<file path="src/inc/bsc_pkg.sv">
package bsc_pkg;

    // ******************************
    // timebase
    // ******************************
    localparam int unsigned CLK_HZ = 25_000_000;
    localparam int unsigned SEC_S = 1;
    localparam int unsigned SEC_CYC = CLK_HZ * SEC_S;

    // ******************************
    // sequence times, seconds
    // ******************************
    typedef logic [7:0] bsc_sec_t;
    localparam bsc_sec_t SEC_MAX = 8'hFF;
    localparam bsc_sec_t INIT_S = 10;
    localparam bsc_sec_t HOLD_MIN_S = 5;
    localparam bsc_sec_t HOLD_MAX_S = 4 * 60;
    localparam bsc_sec_t SBY_FLAME_S = 240;
    localparam bsc_sec_t PREIGN_ACC_S = 30;
    localparam bsc_sec_t ILK_CHK_S = 120;
    localparam bsc_sec_t SW_HOLD_S = 30;
    localparam bsc_sec_t DRIVE_MAX_S = 4 * 60 + 15;
    localparam bsc_sec_t RECYCLE_HOLD_S = 30;
    localparam bsc_sec_t ILK_CLOSE_S = 10;
    localparam bsc_sec_t ILK_MAX_S = 30;
    localparam bsc_sec_t FLAME_PURGE_S = 10;
    localparam bsc_sec_t PILOT_TRIAL_PERIOD_LONG_S = 10;
    localparam bsc_sec_t PILOT_TRIAL_PERIOD_SHORT_S = 4;
    localparam bsc_sec_t TEST_LONG_S = 8;
    localparam bsc_sec_t TEST_SHORT_S = 3;
    localparam bsc_sec_t FLAMEOUT_S = 15;
    localparam bsc_sec_t SPARK_S = 5;
    localparam bsc_sec_t IGN_OFF_S = 10;
    localparam bsc_sec_t REL_SHORT_S = 15;
    localparam bsc_sec_t REL_LONG_S = 30;
    localparam bsc_sec_t RUN_S = 15;
    localparam bsc_sec_t POST_S = 15;
    localparam bsc_sec_t PURGE_DEF_S = 30;

    // cycles a load may disagree with its feedback before lockout
    localparam logic [3:0] SENSE_SETTLE = 4'hF;

    // ******************************
    // second counters
    // ******************************
    localparam int C_STATE = 0;
    localparam int C_PP = 1;
    localparam int C_PURGE = 2;
    localparam int C_PILOT_TRIAL_PERIOD = 3;
    localparam int C_OUT = 4;
    localparam int C_MAIN = 5;
    localparam int C_ACC = 6;
    localparam int C_CHK = 7;
    localparam int NCNT = 8;

    // ******************************
    // types
    // ******************************
    typedef enum {VAR_SEL, VAR_HFP, VAR_INT} bsc_var_e;

    typedef enum {
        ST_INIT, ST_HOLD, ST_STBY, ST_DRV_HI, ST_PURGE, ST_DRV_LO,
        ST_PILOT, ST_MAIN, ST_RUN, ST_POST, ST_LOCK
    } bsc_state_e;

    typedef struct packed {
        logic callHeat;
        logic preIgnIlk;
        logic lockoutIlk;
        logic highFireSw;
        logic lowFireSw;
        logic flameSig;
        logic lineOk;
        logic purgeCardOk;
        logic sysFault;
        logic testSw;
        logic lockoutReset;
        logic pilotPeriodSelectJumper;
        logic pilotReleaseSelectJumper;
        logic startupCheckJumper;
        logic extraWireFitted;
        logic sparkSense;
        logic ignPilotSense;
        logic pilotValveSense;
        logic mainValveSense;
    } bsc_in_s;

endpackage : bsc_pkg

</file>
<file path="src/inc/bsc_tick_if.sv">
`timescale 1ns/1ns
`default_nettype none
interface bsc_tick_if;
    logic secTick;
    modport src (output secTick);
    modport dst (input secTick);
endinterface : bsc_tick_if
`default_nettype wire

</file>
<file path="src/design/bsc_timebase.sv">
`timescale 1ns/1ns
`default_nettype none
module bsc_timebase #(
    parameter int unsigned SEC_CYCLES = bsc_pkg::SEC_CYC
) (
    // clock and reset
    input wire logic clk_sys,
    input wire logic rst,
    // one-second strobe
    bsc_tick_if.src tick
);
    localparam int W = (SEC_CYCLES > 1) ? $clog2(SEC_CYCLES) : 1;
    localparam logic [W-1:0] LAST = W'(SEC_CYCLES - 1);

    logic [W-1:0] div_r;
    logic tick_r;

    always_ff @(posedge clk_sys) begin
        if (rst) begin
            div_r <= '0;
            tick_r <= 1'b0;
        end else begin
            div_r <= (div_r == LAST) ? '0 : div_r + W'(1);
            tick_r <= (div_r == LAST);
        end
    end

    assign tick.secTick = tick_r;

endmodule : bsc_timebase
`default_nettype wire

</file>
<file path="src/design/bsc_controller.sv">
// Function
// - power-up or line fault enters ten-second initiate
// - line hold at least 5 s; lockout at 4 min
// - standby flame after 240 s locks out
// - pre-ignition interlock open 30 s total locks out
// - interlock check: string closed 120 s locks out
// - load feedback disagreeing with command locks out
// - purge card or internal fault locks out always
// - call for heat starts blower; high-fire hold
// - fire switch not closed in 4:15 locks out
// - prepurge interlock open: lockout or standby hold
// - running interlock by 10 s, else recycle/lockout
// - high-fire purge: late flame or interlock opens
// - purge end drives low fire, then ignition trial
// - pilot trial 10/4 s needs proven flame
// - spark off after five seconds, sensed off
// - trials ignore pre-ignition; low fire opens locks
// - main valve on; pilot/ignition off after 10 s
// - pilot valve release per variant and jumpers
// - run after 15 s flame; flame loss locks
// - heat ends: fuel off, 15 s postpurge, standby
// - test freezes early pilot trial; flameout timer
// - test holds drive points, purge, run low fire
`timescale 1ns/1ns
`default_nettype none
module bsc_controller #(
    parameter bsc_pkg::bsc_var_e VARIANT = bsc_pkg::VAR_SEL,
    parameter int unsigned SEC_CYCLES = bsc_pkg::SEC_CYC,
    parameter bsc_pkg::bsc_sec_t PURGE_SEC = bsc_pkg::PURGE_DEF_S
) (
    // clock and reset
    input wire logic clk_sys,
    input wire logic rst,
    // operating control, interlocks, switches
    input wire logic callHeat,
    input wire logic preIgnIlk,
    input wire logic lockoutIlk,
    input wire logic highFireSw,
    input wire logic lowFireSw,
    // flame, line and health
    input wire logic flameSig,
    input wire logic lineOk,
    input wire logic purgeCardOk,
    input wire logic sysFault,
    // operator
    input wire logic testSw,
    input wire logic lockoutReset,
    // configuration, high = clipped or fitted
    input wire logic pilotPeriodSelectJumper,
    input wire logic pilotReleaseSelectJumper,
    input wire logic startupCheckJumper,
    input wire logic extraWireFitted,
    // load feedback
    input wire logic sparkSense,
    input wire logic ignPilotSense,
    input wire logic pilotValveSense,
    input wire logic mainValveSense,
    // loads
    output logic blowerOut,
    output logic sparkOut,
    output logic ignPilotOut,
    output logic pilotValveOut,
    output logic mainValveOut,
    output logic driveHighOut,
    output logic driveLowOut,
    output logic modulateOut,
    output logic alarmOut,
    // status
    output bsc_pkg::bsc_state_e seqState
);
    import bsc_pkg::*;

    // ******************************
    // input synchronisers
    // ******************************
    bsc_in_s rawIn;
    bsc_in_s syncA_r;
    bsc_in_s in_r;

    assign rawIn = {callHeat, preIgnIlk, lockoutIlk, highFireSw, lowFireSw,
        flameSig, lineOk, purgeCardOk, sysFault, testSw, lockoutReset,
        pilotPeriodSelectJumper, pilotReleaseSelectJumper,
        startupCheckJumper, extraWireFitted, sparkSense, ignPilotSense,
        pilotValveSense, mainValveSense};

    // no reset: cleared flops would read as a missing card
    always_ff @(posedge clk_sys) begin
        syncA_r <= rawIn;
        in_r <= syncA_r;
    end

    // ******************************
    // timebase
    // ******************************
    bsc_tick_if tickIf ();

    bsc_timebase #(.SEC_CYCLES(SEC_CYCLES)) u_timebase (
        .clk_sys(clk_sys),
        .rst(rst),
        .tick(tickIf.src)
    );

    wire logic secTick = tickIf.secTick;

    function automatic bsc_sec_t incSat(input bsc_sec_t v);
        return (v == SEC_MAX) ? v : v + 8'h01;
    endfunction : incSat

    // ******************************
    // decode
    // ******************************
    bsc_state_e state_r;
    bsc_state_e stateNxt;
    bsc_sec_t cnt_r [NCNT];
    logic [NCNT-1:0] cntClr;
    logic [NCNT-1:0] cntInc;
    logic hold30_r;
    logic entrySw_r;
    logic ilkSeen_r;
    logic [3:0] misCnt_r;

    wire logic hfp = (VARIANT == VAR_HFP);
    wire logic fatalErr = !in_r.purgeCardOk || in_r.sysFault;
    wire logic misLock = (misCnt_r == SENSE_SETTLE);
    wire logic inPurge = state_r inside {ST_DRV_HI, ST_PURGE, ST_DRV_LO};
    wire logic inTrial = state_r inside {ST_PILOT, ST_MAIN};
    wire logic running = state_r inside {ST_MAIN, ST_RUN};
    wire bsc_sec_t pfepLen = in_r.pilotPeriodSelectJumper ?
        PILOT_TRIAL_PERIOD_SHORT_S : PILOT_TRIAL_PERIOD_LONG_S;
    wire bsc_sec_t testLim = in_r.pilotPeriodSelectJumper ?
        TEST_SHORT_S : TEST_LONG_S;
    // stays frozen while the switch is in test
    wire logic frozen = (state_r == ST_PILOT) && in_r.testSw &&
        (cnt_r[C_PILOT_TRIAL_PERIOD] < testLim);
    wire logic relNever = (VARIANT == VAR_INT) ||
        (VARIANT == VAR_SEL && !in_r.pilotReleaseSelectJumper);
    wire bsc_sec_t relSec = (VARIANT == VAR_SEL && in_r.extraWireFitted) ?
        REL_LONG_S : REL_SHORT_S;
    wire logic ilkCheck = in_r.startupCheckJumper && in_r.lockoutIlk;
    wire logic startOk = in_r.callHeat && in_r.preIgnIlk && !in_r.flameSig &&
        !ilkCheck && (!hold30_r || cnt_r[C_STATE] >= RECYCLE_HOLD_S);
    wire logic hfpLock = hfp && (!in_r.preIgnIlk ||
        (in_r.flameSig && cnt_r[C_PP] >= FLAME_PURGE_S) ||
        (!in_r.lockoutIlk &&
        (cnt_r[C_PP] >= ILK_CLOSE_S || ilkSeen_r)));
    wire logic ilkLate = !hfp && !in_r.lockoutIlk &&
        (cnt_r[C_PP] >= ILK_MAX_S);
    wire logic recycle = !hfp && !in_r.lockoutIlk &&
        (cnt_r[C_PP] >= ILK_CLOSE_S);
    wire logic trialLock = !in_r.lowFireSw ||
        (hfp && !in_r.lockoutIlk);

    // ******************************
    // sequencer
    // ******************************
    always_comb begin
        stateNxt = state_r;
        unique case (state_r)
            ST_INIT: begin
                if (cnt_r[C_STATE] >= INIT_S) stateNxt = ST_STBY;
            end
            ST_HOLD: begin
                if (cnt_r[C_STATE] >= HOLD_MAX_S) stateNxt = ST_LOCK;
                else if (in_r.lineOk && cnt_r[C_STATE] >= HOLD_MIN_S)
                    stateNxt = ST_INIT;
            end
            ST_STBY: begin
                if ((in_r.flameSig && cnt_r[C_STATE] >= SBY_FLAME_S) ||
                    cnt_r[C_ACC] >= PREIGN_ACC_S ||
                    cnt_r[C_CHK] >= ILK_CHK_S)
                    stateNxt = ST_LOCK;
                else if (startOk)
                    stateNxt = hfp ? ST_DRV_HI : ST_PURGE;
            end
            ST_DRV_HI, ST_PURGE, ST_DRV_LO: begin
                if (hfpLock || ilkLate) stateNxt = ST_LOCK;
                else if (!in_r.callHeat) stateNxt = ST_POST;
                else if (!in_r.preIgnIlk) stateNxt = ST_STBY;
                else if (state_r == ST_DRV_HI) begin
                    if (!in_r.highFireSw && cnt_r[C_STATE] >= DRIVE_MAX_S)
                        stateNxt = ST_LOCK;
                    else if (in_r.highFireSw && !in_r.testSw &&
                        (!entrySw_r || cnt_r[C_STATE] >= SW_HOLD_S))
                        stateNxt = ST_PURGE;
                end else if (state_r == ST_PURGE) begin
                    if (cnt_r[C_PURGE] >= PURGE_SEC && in_r.lockoutIlk)
                        stateNxt = ST_DRV_LO;
                end else begin
                    if (!in_r.lowFireSw && cnt_r[C_STATE] >= DRIVE_MAX_S)
                        stateNxt = ST_LOCK;
                    else if (in_r.lowFireSw && !in_r.testSw &&
                        (!entrySw_r || cnt_r[C_STATE] >= SW_HOLD_S))
                        stateNxt = ST_PILOT;
                end
            end
            ST_PILOT: begin
                if (trialLock) stateNxt = ST_LOCK;
                else if (!in_r.callHeat) stateNxt = ST_POST;
                else if (frozen && cnt_r[C_OUT] >= FLAMEOUT_S)
                    stateNxt = ST_LOCK;
                else if (cnt_r[C_PILOT_TRIAL_PERIOD] >= pfepLen)
                    stateNxt = in_r.flameSig ? ST_MAIN : ST_LOCK;
            end
            ST_MAIN: begin
                if (trialLock) stateNxt = ST_LOCK;
                else if (!in_r.callHeat) stateNxt = ST_POST;
                else if (cnt_r[C_MAIN] >= RUN_S)
                    stateNxt = in_r.flameSig ? ST_RUN : ST_LOCK;
            end
            ST_RUN: begin
                if (!in_r.flameSig || (hfp && !in_r.lockoutIlk))
                    stateNxt = ST_LOCK;
                else if (!in_r.callHeat) stateNxt = ST_POST;
            end
            ST_POST: begin
                if (cnt_r[C_STATE] >= POST_S) stateNxt = ST_STBY;
            end
            ST_LOCK: begin
                if (in_r.lockoutReset) stateNxt = ST_INIT;
            end
        endcase
        if (state_r != ST_HOLD && state_r != ST_LOCK && !in_r.lineOk)
            stateNxt = ST_HOLD;
        if (state_r != ST_LOCK && (fatalErr || misLock))
            stateNxt = ST_LOCK;
    end

    always_ff @(posedge clk_sys) begin
        if (rst) state_r <= ST_INIT;
        else state_r <= stateNxt;
    end

    // ******************************
    // second counters
    // ******************************
    assign cntClr[C_STATE] = (stateNxt != state_r);
    assign cntInc[C_STATE] = 1'b1;
    assign cntClr[C_PP] = !inPurge;
    assign cntInc[C_PP] = 1'b1;
    assign cntClr[C_PURGE] = (state_r != ST_PURGE) || recycle;
    assign cntInc[C_PURGE] = !in_r.testSw;
    assign cntClr[C_PILOT_TRIAL_PERIOD] = (state_r != ST_PILOT);
    assign cntInc[C_PILOT_TRIAL_PERIOD] = !frozen;
    assign cntClr[C_OUT] = !frozen || in_r.flameSig;
    assign cntInc[C_OUT] = 1'b1;
    assign cntClr[C_MAIN] = !running;
    assign cntInc[C_MAIN] = 1'b1;
    assign cntClr[C_ACC] = (state_r != ST_STBY);
    assign cntInc[C_ACC] = !in_r.preIgnIlk;
    assign cntClr[C_CHK] = (state_r != ST_STBY) || !ilkCheck ||
        !in_r.callHeat;
    assign cntInc[C_CHK] = 1'b1;

    for (genvar i = 0; i < NCNT; i++) begin : g_cnt
        always_ff @(posedge clk_sys) begin
            if (rst || cntClr[i]) cnt_r[i] <= '0;
            else if (secTick && cntInc[i]) cnt_r[i] <= incSat(cnt_r[i]);
        end
    end

    // ******************************
    // sequence flags
    // ******************************
    always_ff @(posedge clk_sys) begin
        if (rst) begin
            hold30_r <= 1'b0;
            entrySw_r <= 1'b0;
            ilkSeen_r <= 1'b0;
        end else begin
            if (inPurge && stateNxt == ST_STBY) hold30_r <= 1'b1;
            else if (state_r != ST_STBY) hold30_r <= 1'b0;
            // a switch already made at entry earns the extra hold
            if (stateNxt == ST_DRV_HI && state_r != ST_DRV_HI)
                entrySw_r <= in_r.highFireSw;
            else if (stateNxt == ST_DRV_LO && state_r != ST_DRV_LO)
                entrySw_r <= in_r.lowFireSw;
            ilkSeen_r <= inPurge && (ilkSeen_r || in_r.lockoutIlk);
        end
    end

    // ******************************
    // loads
    // ******************************
    wire logic blowerNxt = !(state_r inside {ST_INIT, ST_HOLD, ST_STBY,
        ST_LOCK});
    wire logic sparkNxt = (state_r == ST_PILOT) &&
        (cnt_r[C_PILOT_TRIAL_PERIOD] < SPARK_S);
    wire logic ignPilotNxt = (state_r == ST_PILOT) ||
        (state_r == ST_MAIN && cnt_r[C_MAIN] < IGN_OFF_S);
    wire logic pilotValveNxt = (state_r == ST_PILOT) ||
        (running && (relNever || cnt_r[C_MAIN] < relSec));
    wire logic driveLowNxt = (state_r inside {ST_DRV_LO, ST_PILOT, ST_MAIN,
        ST_POST}) || (state_r == ST_RUN && in_r.testSw);

    always_ff @(posedge clk_sys) begin
        if (rst) begin
            {blowerOut, sparkOut, ignPilotOut, pilotValveOut} <= 4'h0;
            {mainValveOut, driveHighOut, driveLowOut} <= 3'h0;
            {modulateOut, alarmOut} <= 2'h0;
        end else begin
            blowerOut <= blowerNxt;
            sparkOut <= sparkNxt;
            ignPilotOut <= ignPilotNxt;
            pilotValveOut <= pilotValveNxt;
            mainValveOut <= running;
            driveHighOut <= hfp && (state_r inside {ST_DRV_HI, ST_PURGE});
            driveLowOut <= driveLowNxt;
            modulateOut <= (state_r == ST_RUN) && !in_r.testSw;
            alarmOut <= (state_r == ST_LOCK);
        end
    end

    assign seqState = state_r;

    // ******************************
    // load feedback
    // ******************************
    // relays and the synchroniser lag the command, so allow a short settle
    wire logic mismatch = (sparkOut ^ in_r.sparkSense) |
        (ignPilotOut ^ in_r.ignPilotSense) |
        (pilotValveOut ^ in_r.pilotValveSense) |
        (mainValveOut ^ in_r.mainValveSense);

    always_ff @(posedge clk_sys) begin
        if (rst || !mismatch) misCnt_r <= 4'h0;
        else if (!misLock) misCnt_r <= misCnt_r + 4'h1;
    end

    // consecutive mismatch cycles, counted apart from the design's counter
    logic [4:0] misRun_r;

    always_ff @(posedge clk_sys) begin
        if (rst || !mismatch) misRun_r <= 5'h00;
        else if (misRun_r != 5'h1F) misRun_r <= misRun_r + 5'h01;
    end
endmodule : bsc_controller
`default_nettype wire

</file>
<file path="config.mk">
export PLATFORM = sky130hd
export DESIGN_NAME = bsc_controller
export DESIGN_NICKNAME = d
export VERILOG_FILES = /design/src/inc/bsc_pkg.sv /design/src/inc/bsc_tick_if.sv /design/src/design/bsc_timebase.sv /design/src/design/bsc_controller.sv
export SDC_FILE = /design/constraint.sdc
export NUM_CORES = 1
export LEC_CHECK = 0
export BUFFER_PORTS_ARGS = -buffer_cell sky130_fd_sc_hd__buf_2
export CORE_MARGIN = 8
export CORE_UTILIZATION = 40
export CTS_CLUSTER_SIZE = 40
export DETAILED_ROUTE_END_ITERATION = 7
export GPL_TIMING_DRIVEN = 0
export PLACE_DENSITY = 0.62
export SYNTH_ARGS = -nofsm -noshare
export SYNTH_HDL_FRONTEND = slang
export SYNTH_SLANG_ARGS = --single-unit
</file>
<file path="constraint.sdc">
create_clock -name clk_sys -period 5.75 [get_ports clk_sys]
set_clock_uncertainty 0.05 [all_clocks]
set_input_delay 1.4375 -clock clk_sys [delete_from_list [all_inputs] [get_ports clk_sys]]
set_output_delay 1.4375 -clock clk_sys [all_outputs]
set_load 0.03 [all_outputs]
</file>
* Yosys cells after proc, flatten, opt, wreduce, memory -nomap -nowiden
Memory sizes are Yosys's and may differ from the RTL's.
Index checks and enable logic that the tools add are counted.
** Word-level totals
- Bits in registers :: 110
- Memory bits (writable) :: 64
- Input port bits :: 21
- Output and inout port bits :: 41
- Logic and storage cells :: 306
- Memories :: 1
** Memories
- cnt_r :: depth 8, bits a word 8, rd ports 8, clocked after memory_dff 0, wr ports 8, line bsc_controller.sv:114 : bsc_sec_t cnt_r [NCNT];
** Operators by class
- Add/sub/neg operators :: 10
- $lt $le $gt $ge :: 18
- Equality and inequality tests :: 37
- Multiplexer cells :: 90
- Bitwise operators :: 15
- Reductions and logical operators :: 83
** Operator list (number)
- 32-bit 2-to-1 mux :: 28
- 32-bit one-hot mux with 9 select lines :: 1
- 32-bit by 3-bit == test with 1-bit output (second input constant) :: 7
- 32-bit by 4-bit == test with 1-bit output (second input constant) :: 7
- 8-bit 2-to-1 mux :: 16
- 32-bit by 4-bit inequality test with 1-bit output (second input constant) :: 3
- 8-bit by 1-bit adder with 8-bit output (second input constant) :: 8
- 32-bit by 2-bit == test with 1-bit output (second input constant) :: 2
- 32-bit by 5-bit == test with 1-bit output (second input constant) :: 2
- 8-bit == test (second input constant) :: 8
- 32-bit by 3-bit inequality test with 1-bit output (second input constant) :: 2
- 8-bit by 4-bit >= comparator with 1-bit output (second input constant) :: 5
- 1-bit 2-to-1 mux :: 40
- 1-bit logical AND :: 33
- 32-bit by 1-bit == test with 1-bit output (second input constant) :: 1
- 8-bit by 5-bit >= comparator with 1-bit output (second input constant) :: 4
- 32-bit logical NOT :: 1
- 32-bit by 2-bit inequality test with 1-bit output (second input constant) :: 1
- 32-bit inequality test :: 1
- 32-bit by 5-bit inequality test with 1-bit output (second input constant) :: 1
- 25-bit by 1-bit adder with 25-bit output (second input constant) :: 1
- 25-bit == test (second input constant) :: 1
- 1-bit logical OR :: 23
- 1-bit logical NOT :: 18
- other kinds (20) :: 39

* Logic depth before layout (Yosys ltp)
Gate-level depths: netlist (run 1).
An unclocked memory read counts as a cell.
- Depth in word-level cells :: 19
- Mapped depth :: 12

* By module
Synthesis (run 1) repeated with hierarchy kept, for this count alone.
** Second synthesis, totals
- Cell total of the unflattened synthesis :: 902
- Area, all modules :: 8509.4 sq um
** By module, submodules not included
- bsc_controller :: instances 1, cells an instance 765, area an instance 7297.0 sq um
- bsc_timebase :: instances 1, cells an instance 137, area an instance 1212.4 sq um

* Least setup slack after synthesis (run 1)
No wires, ideal clock.
- Path type :: flip-flop to flip-flop
- Start :: reg state_r[0] (netlist: seqState[0])
- End :: mem cnt_r[0][0] (netlist name) (enable)
- Library setup time :: 300 ps
- Arrival time :: 2922 ps
- Setup slack :: 2478 ps
- Cell stages (with the launch flop) :: 11
- Cell sequence :: dfxtp_1 -> clkbuf_1 -> nand3b_1 -> a21oi_1 -> nand4_4 -> or3_1 -> o311a_1 -> a311o_1 -> a22oi_2 -> nand4_4 -> nand2b_1
** RTL lines
- from (decl) :: line bsc_controller.sv:112 : bsc_state_e state_r;
- from (signal assigned) :: line bsc_controller.sv:230 : else state_r <= stateNxt;
- to (decl) :: line bsc_controller.sv:114

==> results of run 1 <==
where the power goes:
part	switching [W]	internal [W]
logic	0.000197	0.000109
clock network	0.000514	0.000631
registers	0.0000463	0.00132
total	0.000757	0.00206
per-layer routing:
metal | part of all wire [%] | track usage [%] | vias to the layer above
met3 | 6.2 | 3.728 | 42
met5 | 0 | 0 | -
met1 | 46 | 20.50 | 3021
met4 | 2.2 | 6.542 | 0
li1 | - | - | 3203
met2 | 46 | 25.71 | 220
through the flow:
stage | util, % | area, um2
floorplan | - | 8299
global placement | 44.03 | 8937
detailed placement | 44.03 | 8937
CTS | 46.88 | 9517
global route | 46.88 | 9517
finish | 46.88 | 9517
worst max-delay path by stage:
stage | start | end | slack (ns)
global placement | seqState[22]$_SDFF_PP0_ | cnt_r[0][1]$_SDFFCE_PN0P_ | 1.58
floorplan | seqState[0]$_SDFF_PP0_ | cnt_r[0][0]$_SDFFCE_PN0P_ | 2.48
global route | seqState[3]$_SDFF_PP0_ | cnt_r[0][5]$_SDFFCE_PN0P_ | 1.22
CTS | seqState[22]$_SDFF_PP0_ | cnt_r[0][5]$_SDFFCE_PN0P_ | 1.59
detailed placement | seqState[22]$_SDFF_PP0_ | cnt_r[0][1]$_SDFFCE_PN0P_ | 1.68
finish | seqState[22]$_SDFF_PP0_ | cnt_r[0][5]$_SDFFCE_PN0P_ | 1.50
cell families (layout without fill, tap and decap cells):
| group | after synthesis | count (layout) | synth area share [%] |
|---|---|---|---|
| AO/OA/AOI/OAI | 116 | 116 | 9.845 |
| XOR/XNOR | 77 | 77 | 8.126 |
| adder cells (fa/ha/maj) | 23 | 23 | 3.468 |
| buffers and inverters | 61 | 153 | 3.015 |
| flip-flops | 174 | 174 | 49.69 |
| multiplexers | 3 | 3 | 0.3618 |
| other | 1 | 1 | 0.04519 |
| AND/OR/NAND/NOR | 398 | 398 | 25.45 |
worst max-delay path: stages, from the launching register on:
cell      delay, ns
dfxtp_1        0.33
nor3_1         0.54
nand4_2        0.32
nor2_1         0.49
a22oi_1        0.24
nor3_1         0.86
o21ai_0        0.29
a22oi_2        0.27
nand4_4        0.17
nand2b_1       0.36
final cells by class:
| type | count | share of cell area (%) |
|---|---|---|
| Buffer | 26 | 1.249 |
| Tap cell | 270 | 3.550 |
| Inverter | 35 | 1.380 |
| Timing Repair Buffer | 60 | 3.155 |
| Clock inverter | 12 | 1.288 |
| Clock buffer | 20 | 4.799 |
| Sequential cell | 174 | 43.33 |
| Multi-Input combinational cell | 618 | 41.24 |
cells in the final DEF, fill, tap and decap left out, types with 23 or more instances in the layout:
cell type,count
and2_1,25
buf_2,62
ha_1,23
o21ai_0,24
xor2_1,40
inv_1,35
xnor2_1,37
dfxtp_1,110
edfxtp_1,64
nand3_1,60
and3_1,23
nand2_1,48
nor2_1,123
nor3_1,25
sequential cells by signal, summed over array words and instances (netlist names), 4 cells and up:
| signal | flops |
|---|---|
| cnt_r | 64 |
| seqState | 32 |
| u_timebase.div_r | 25 |
| syncA_r | 19 |
| in_r | 19 |
| misCnt_r | 4 |
==> impl_metrics.tcl, run 1 <==
set metrics [dict create \
    status "finished, final reports clean" \
    cts_resized 0 \
    rsz0062_at_grt "false" \
    syn_area_per_cell_um2 9.729 \
    hold_class "reg2reg" \
    clock_sinks 174 \
    worstPathArrival_ns 4.32 \
    maxCapViolCount 0 \
    start_util_pct 40.88 \
    min_from "syncA_r[12]$_DFF_P_" \
    synthesis.nets 897 \
    multi_input_area_um2 3925 \
    clkTransAtPathRegs_ns 0.07 \
    synthCells 853 \
    cp-end-kind "register" \
    nets 976 \
    portBuffers 60 \
    hold-path-endpoint "in_r[12]$_DFF_P_" \
    io_pins 62 \
    period_share_pct 73.86 \
    routed_wl_um 20440 \
    synth_seq_cells 174 \
    fmax_ghz 0.2355 \
    clk-insertion-delay-late_ns 0.44 \
    rr_startpoint "seqState[22]$_SDFF_PP0_" \
    synthesis.area_um2 8299 \
    yosys_warnings 0 \
    antennaDiodeCount 0 \
    finalWorstSetupSlack_ns 1.503 \
    dp_slack_ns 1.676 \
    synth.largest_area_cell "dfxtp_1" \
    grt_pass1_vias 6283 \
    antenna_found_initial 0 \
    cts_tree "yes" \
    r2r-end "cnt_r[0][5]$_SDFFCE_PN0P_" \
    dr.pass1.iters 8 \
    worst_setup_path_start_kind "register" \
    tightestPinTransition_ns 0.9944 \
    synth_edf_count 64 \
    p_total_w 0.002818 \
    yosysUniqueCellTypes 73 \
    die-area_um2 25610 \
    grt_pass1_wl_um 33200 \
    regArea_um2 4124 \
    synthFlopType "dfxtp_1" \
    post_drt_wl_per_cell_um 16.83 \
    hold_depth 0 \
    drcViolationCount 0 \
    dp.cells 1183 \
    critPathRequiredTime_ns 5.82 \
    drive_above_1_share_pct 12.49 \
    grt_overflow_total 0 \
    slew_viol_final 0 \
    ff2ff_path_depth 9 \
    syn2layout_area_growth_pct 14.67 \
    yosys-top-cells-count "nor2_1, dfxtp_1, edfxtp_1, nand3_1, nand2_1" \
    numCtsBuffers 17 \
    routed-via-count 6486 \
    die_w_um 160.0 \
    synthArstFlopShare_pct 0 \
    vdd_drop_max_mv 0.1919 \
    final_cells 1215 \
    dpl.hpwl_um 15000 \
    crit_fanout 9 \
    holdWs_ns 0.2752 \
    slew_headroom_pct 33.19 \
    r2r_setup_slack_ns 1.50 \
    synth_top_area_share_pct 26.53 \
    path_class "reg2reg" \
    rows 52 \
    ant_nets 0 \
    vias_per_cell 5.338 \
    postCtsSetupBuffers 0 \
    yosysMostFrequentCell "nor2_1" \
    fin_tns_setup_ns 0 \
    clock_path_buffers 2 \
    grt_max_degree 17 \
    synth_area_leaders "dfxtp_1, edfxtp_1, nor2_1, xor2_1, xnor2_1" \
    die-height_um 160.0 \
    fin_crit_ns 4.247 \
    cts_max_level 4 \
    core_um2 20300 \
    power_density_nw_per_um2 296.1 \
    final_hold_viol_count 0 \
    yosysSeqAreaShare_pct 49.69 \
    drt_iter0_drc 529 \
    ctsHoldBuffers 0 \
    nFillCells 1964 \
    grt_usage_pct 16.05 \
    gp_congestion 0.9437 \
    setup_viol 0 \
    cts-root-buf "clkbuf_16" \
    p_leak_nw 3.724 \
]
Power figures use the tool's default switching activity.
==> run 2: changes to the inputs <==
--- a/config.mk
+++ b/config.mk
@@ -5,6 +5,7 @@
 export SDC_FILE = /design/constraint.sdc
 export NUM_CORES = 1
 export LEC_CHECK = 0
+export ABC_AREA = 1
 export BUFFER_PORTS_ARGS = -buffer_cell sky130_fd_sc_hd__buf_2
 export CORE_MARGIN = 8
 export CORE_UTILIZATION = 40
==> constraint.sdc (replaced) <==
create_clock -name clk_sys -period 4.5 [get_ports clk_sys]
set_clock_uncertainty 0.05 [all_clocks]
set_input_delay 1.125 -clock clk_sys [delete_from_list [all_inputs] [get_ports clk_sys]]
set_output_delay 1.125 -clock clk_sys [all_outputs]
set_load 0.03 [all_outputs]
==> impl_metrics.tcl, run 2 <==
set metrics [dict create \
    setup_viol 0 \
    yosysMostFrequentCell "nand2_1" \
    p_int_w 0.002636 \
    holdWs_ns 0.2783 \
    grt_overflow_total 0 \
    seqPwrFrac_pct 47.0 \
    dp.cells 1457 \
    share_comb_of_total_power_pct 12.0 \
    clock_sinks 174 \
    clkTransAtPathRegs_ns 0.07 \
    postCtsSetupBuffers 0 \
    cp-end-kind "register" \
    syn2layout_area_growth_pct 14.48 \
    crit_chain "ha_1 -> nand2_1 -> nor2_1 -> nand2_1 -> inv_1 -> nand2_1 -> inv_1 -> nand2_1 -> o2111ai_1 -> nand2_1 -> a21oi_1 -> nand4_1 -> nand2_4 -> inv_4 -> o211ai_1" \
    synthCells 1117 \
    yosysSeqAreaShare_pct 46.93 \
    synth_edf_count 64 \
    fmax_ghz 0.3164 \
    critPathMostFrequentCell "nand2_1" \
    drive_above_1_share_pct 12.74 \
    grt_usage_pct 15.63 \
    status "finished, final reports clean" \
    synth_area_leaders "dfxtp_1, edfxtp_1, nand2_1, nor2_1, inv_1" \
    sw_frac_of_total_pct 28.14 \
    routed-via-count 7316 \
    die-height_um 164.2 \
    dpl.hpwl_um 15500 \
    maxCapViolCount 0 \
    grt_pass1_vias 6900 \
    die-area_um2 26970 \
    slowest_delay_ns 0.44 \
    start_util_pct 40.52 \
    grt_util_met1_pct 20.40 \
    grt.met3_usage_pct 3.283 \
    hold_depth 0 \
    power_density_nw_per_um2 364.6 \
    mostFrequentLayoutCells "nand2_1, nor2_1, inv_1" \
    p_leak_nw 4.311 \
    cts-root-buf "clkbuf_16" \
    cts_tree "yes" \
    cpMaxStageDelayCell "edfxtp_1" \
    hold_class "reg2reg" \
    synthFlopType "dfxtp_1" \
    worstPathArrival_ns 3.17 \
    yosysUniqueCellTypes 51 \
    crit_fanout 8 \
    path_class "reg2reg" \
    synthesis.nets 1161 \
    synthesis.area_um2 8787 \
    fin_tns_setup_ns 0 \
    regMostFlops "cnt_r" \
    clk-insertion-delay-late_ns 0.44 \
    grt_pass1_wl_um 33900 \
    antenna_found_initial 0 \
    cp_top_family "simple AND/OR/NAND/NOR gates" \
    crit_buf_inv 3 \
    drcViolationCount 0 \
    vdd_drop_max_mv 0.2933 \
    drt_iter0_drc 551 \
    io_pins 62 \
    grt_util_met2_pct 25.05 \
    rows 54 \
    period_share_pct 70.24 \
    synth_seq_cells 174 \
    r2r_setup_slack_ns 1.34 \
    ant_nets 0 \
    post_drt_wl_per_cell_um 13.83 \
    p_total_w 0.003668 \
    critPathRequiredTime_ns 4.51 \
    dp_slack_ns 1.175 \
    tightestPinTransition_ns 1.150 \
    gp_congestion 0.9465 \
    routed_wl_um 20600 \
    worst_setup_path_start_kind "register" \
    cts_resized 0 \
    net-switching-power_w 0.001032 \
    portBuffers 60 \
    cts_max_level 4 \
    power_frac_clock_pct 41.0 \
    largest_reg_flops 64 \
    grt_most_used_layer "met2" \
    numCtsBuffers 17 \
    dr.pass1.iters 5 \
    antennaDiodeCount 0 \
    rsz0062_at_grt "false" \
    clock_path_buffers 2 \
    final_hold_viol_count 0 \
    yosys_warnings 0 \
    die_w_um 164.2 \
    grt_max_degree 19 \
    synth.largest_area_cell "dfxtp_1" \
    slew_headroom_pct 22.50 \
    layout_commonest_cell "nand2_1" \
    path_depth 15 \
    synthArstFlopShare_pct 0 \
    fin_crit_ns 3.161 \
    vias_per_cell 4.913 \
    core_um2 21690 \
    yosys-top-cells-count "nand2_1, nor2_1, inv_1, dfxtp_1, nand3_1" \
    ctsHoldBuffers 0 \
    nets 1240 \
    ff2ff_path_depth 15 \
    finalWorstSetupSlack_ns 1.339 \
    final_cells 1489 \
    slew_viol_final 0 \
    syn_area_per_cell_um2 7.867 \
    synth_top_area_share_pct 25.06 \
]
## run 2: changes by cell type after synthesis, moves of 18 or more
cell,change
nor2_1,+89
xnor2_1,-31
inv_1,+92
a21oi_1,+20
and2_1,-25
and3_1,-20
nand3_1,+18
nand2_1,+180
## run 2: logic make-up (layout without fill, tap and decap cells)
family          Yosys count  count (layout)  share of synthesized area (%)
xor+xnor                 37              37                          3.688
simple gates            630             630                          32.27
buf+inv                 156             248                          7.091
fa+ha+maj                23              23                          3.275
flops                   174             174                          46.93
other cells               1               1                        0.04268
compound gates           96              96                          6.707
## run 2: worst reg2reg max path, cell delays in order (launching register included)
cell	delay (ns)
edfxtp_1	0.44
ha_1	0.20
nand2_1	0.07
nor2_1	0.23
nand2_1	0.14
inv_1	0.14
nand2_1	0.12
inv_1	0.07
nand2_1	0.07
o2111ai_1	0.11
nand2_1	0.09
a21oi_1	0.17
nand4_1	0.24
nand2_4	0.19
inv_4	0.07
o211ai_1	0.39
## run 2: worst paths after layout
check	startpoint	to
setup / recovery	cnt_r[0][1]$_SDFFCE_PN0P_	cnt_r[0][4]$_SDFFCE_PN0P_
hold / removal	syncA_r[1]$_DFF_P_	in_r[1]$_DFF_P_
setup reg to reg	cnt_r[0][1]$_SDFFCE_PN0P_	cnt_r[0][4]$_SDFFCE_PN0P_
hold reg to reg	syncA_r[1]$_DFF_P_	in_r[1]$_DFF_P_
## run 2: layout make-up
type,instances,area (um2)
Fill cell,2128,11630
Sequential cell,174,4124
Multi-Input combinational cell,787,4040
Inverter,136,515.5
Clock buffer,18,450.4
Tap cell,280,350.3
Timing Repair Buffer,60,300.3
Clock inverter,14,171.4
Buffer,20,107.6
## run 2: power groups by stage
stage / logic [W] / clock network, W / registers [W]
finish: 0.000439 / 0.00150 / 0.00172
global route: 0.000486 / 0.00160 / 0.00173
CTS: 0.000435 / 0.00154 / 0.00172
detailed placement: 0.000432 / 0 / 0.00176
global placement: 0.000428 / 0 / 0.00176
floorplan: 0.000300 / 0 / 0.00176
## run 2: through the flow
stage          instance area, um2  utilization, %
3_5_place_dp                 9438           43.52
4_1_cts                     10060           46.38
2_1_floorplan                8787               -
6_report                    10060           46.38
3_3_place_gp                 9438           43.52
5_1_grt                     10060           46.38
## run 2: metal layers
metal / vias up / share of wire (%) / wire [um]
met4: 0 / 2.3 / 473
met3: 35 / 4.4 / 909
met2: 182 / 46 / 9424
met1: 3293 / 48 / 9791
li1: 3806 / - / -
met5: - / 0 / 0
==> run 3: changes to the inputs <==
--- a/config.mk
+++ b/config.mk
@@ -12,7 +12,7 @@
 export CTS_CLUSTER_SIZE = 40
 export DETAILED_ROUTE_END_ITERATION = 7
 export GPL_TIMING_DRIVEN = 0
-export PLACE_DENSITY = 0.62
+export PLACE_DENSITY = 0.64
 export SYNTH_ARGS = -nofsm -noshare
 export SYNTH_HDL_FRONTEND = slang
 export SYNTH_SLANG_ARGS = --single-unit
==> constraint.sdc (replaced) <==
create_clock -name clk_sys -period 2.7 [get_ports clk_sys]
set_clock_uncertainty 0.05 [all_clocks]
set_input_delay 0.675 -clock clk_sys [delete_from_list [all_inputs] [get_ports clk_sys]]
set_output_delay 0.675 -clock clk_sys [all_outputs]
set_load 0.03 [all_outputs]
==> impl_metrics.tcl, run 3 (synthesized netlist as in run 2, its figures left out) <==
set metrics [dict create \
    grt.met3_usage_pct 3.208 \
    fin_crit_ns 2.571 \
    slew_headroom_pct 45.48 \
    portBuffers 60 \
    die-area_um2 26970 \
    start_util_pct 40.52 \
    layout_commonest_cell "nand2_1" \
    dr.pass1.iters 5 \
    clkTransAtPathRegs_ns 0.07 \
    hold_class "reg2reg" \
    drcViolationCount 0 \
    antenna_found_initial 0 \
    grt_overflow_total 0 \
    p_int_w 0.004287 \
    p_leak_nw 4.457 \
    cts_max_level 4 \
    ctsHoldBuffers 0 \
    tightestPinTransition_ns 0.8073 \
    grt_pass1_vias 6953 \
    net-switching-power_w 0.001667 \
    clock_path_buffers 2 \
    worst_setup_path_start_kind "register" \
    cp_top_family "simple AND/OR/NAND/NOR gates" \
    vias_per_cell 4.973 \
    dp_slack_ns -0.4994 \
    dpl.hpwl_um 15430 \
    ant_nets 0 \
    drive_above_1_share_pct 18.48 \
    antennaDiodeCount 0 \
    status "finished, final reports clean" \
    crit_fanout 8 \
    fin_tns_setup_ns 0 \
    share_comb_of_total_power_pct 13.8 \
    grt_pass1_wl_um 34190 \
    die_w_um 164.2 \
    mostFrequentLayoutCells "nand2_1, nor2_1, inv_1" \
    slowest_delay_ns 0.36 \
    sw_frac_of_total_pct 28.00 \
    numCtsBuffers 17 \
    post_drt_wl_per_cell_um 13.83 \
    nets 1265 \
    power_density_nw_per_um2 570.8 \
    power_frac_clock_pct 37.9 \
    slew_viol_final 0 \
    final_cells 1514 \
    cpMaxStageDelayCell "edfxtp_1" \
    clk-insertion-delay-late_ns 0.44 \
    cts_tree "yes" \
    maxCapViolCount 0 \
    clock_sinks 174 \
    grt_usage_pct 15.81 \
    vdd_drop_max_mv 0.4248 \
    path_class "reg2reg" \
    crit_buf_inv 2 \
    critPathMostFrequentCell "nand2_2" \
    fmax_ghz 0.3890 \
    grt_most_used_layer "met2" \
    syn2layout_area_growth_pct 18.72 \
    dp.cells 1457 \
    period_share_pct 95.21 \
    rows 54 \
    largest_reg_flops 64 \
    grt_util_met1_pct 20.81 \
    cts-root-buf "clkbuf_16" \
    setup_viol 0 \
    crit_chain "ha_2 -> nand2_2 -> nor2_4 -> nand2_2 -> or2_2 -> nand3_1 -> nand2_1 -> a21oi_2 -> nand4_1 -> nand2_4 -> inv_6 -> o211ai_1 -> clkbuf_16" \
    regMostFlops "cnt_r" \
    grt_util_met2_pct 25.22 \
    drt_iter0_drc 699 \
    core_um2 21690 \
    worstPathArrival_ns 2.67 \
    grt_max_degree 17 \
    seqPwrFrac_pct 48.2 \
    critPathRequiredTime_ns 2.80 \
    post-route-util_pct 48.10 \
    io_pins 62 \
    die-height_um 164.2 \
    routed-via-count 7529 \
    routed_wl_um 20940 \
    gp_congestion 0.9442 \
    final_hold_viol_count 0 \
    finalWorstSetupSlack_ns 0.1294 \
    cp-end-kind "register" \
]
-- run 3: metrics by stage --
step                      hold WS, ns  area [um2]  power, W
after floorplan                0.2596        8787  0.003438
after global placement         0.2621        9438  0.003641
after detailed placement       0.2621        9438  0.003646
after CTS                      0.2730       10090  0.005928
after global routing           0.2678       10430  0.006221
final                          0.2752       10430  0.005955
-- run 3: routing by layer --
layer,routed length [um],share of wire [%]
met1,9906,47
met2,9645,46
met3,970,4.6
met4,414,2.0
met5,0,0
-- run 3: final cells by class --
type / instances / area [um2]
clock buffer: 21 / 450.4
buffer: 20 / 122.6
multi-input combinational: 787 / 4272
timing repair buffer: 85 / 505.5
tap: 280 / 350.3
sequential: 174 / 4131
fill: 2087 / 11260
clock inverter: 11 / 80.08
inverter: 136 / 520.5
-- run 3: final timing paths --
check                                 start  slack, ns                   endpoint  cells after the start
setup / recovery  cnt_r[0][1]$_SDFFCE_PN0P_       0.13  cnt_r[0][6]$_SDFFCE_PN0P_                     13
hold / removal          syncA_r[16]$_DFF_P_       0.28           in_r[16]$_DFF_P_                      0
setup reg to reg  cnt_r[0][1]$_SDFFCE_PN0P_       0.13  cnt_r[0][6]$_SDFFCE_PN0P_                     13
hold reg to reg         syncA_r[16]$_DFF_P_       0.28           in_r[16]$_DFF_P_                      0
-- run 3: power by group through the flow --
stage	combinational (W)	sequential, W	clock (W)
after floorplan	0.000501	0.00294	0
after global placement	0.000709	0.00293	0
after detailed placement	0.000713	0.00293	0
after CTS	0.000743	0.00287	0.00231
after global routing	0.000916	0.00288	0.00242
final	0.000825	0.00287	0.00226
-- run 3: repair_timing --
| item | in CTS | in global routing |
|---|---|---|
| gates cloned | 0 | 0 |
| setup buffers | 8 | 17 |
| endpoints found under the hold margin | 0 | 0 |
| endpoints found under the setup margin | 25 | 27 |
| resized for setup | 15 | 67 |
| pin swaps | 4 | 19 |
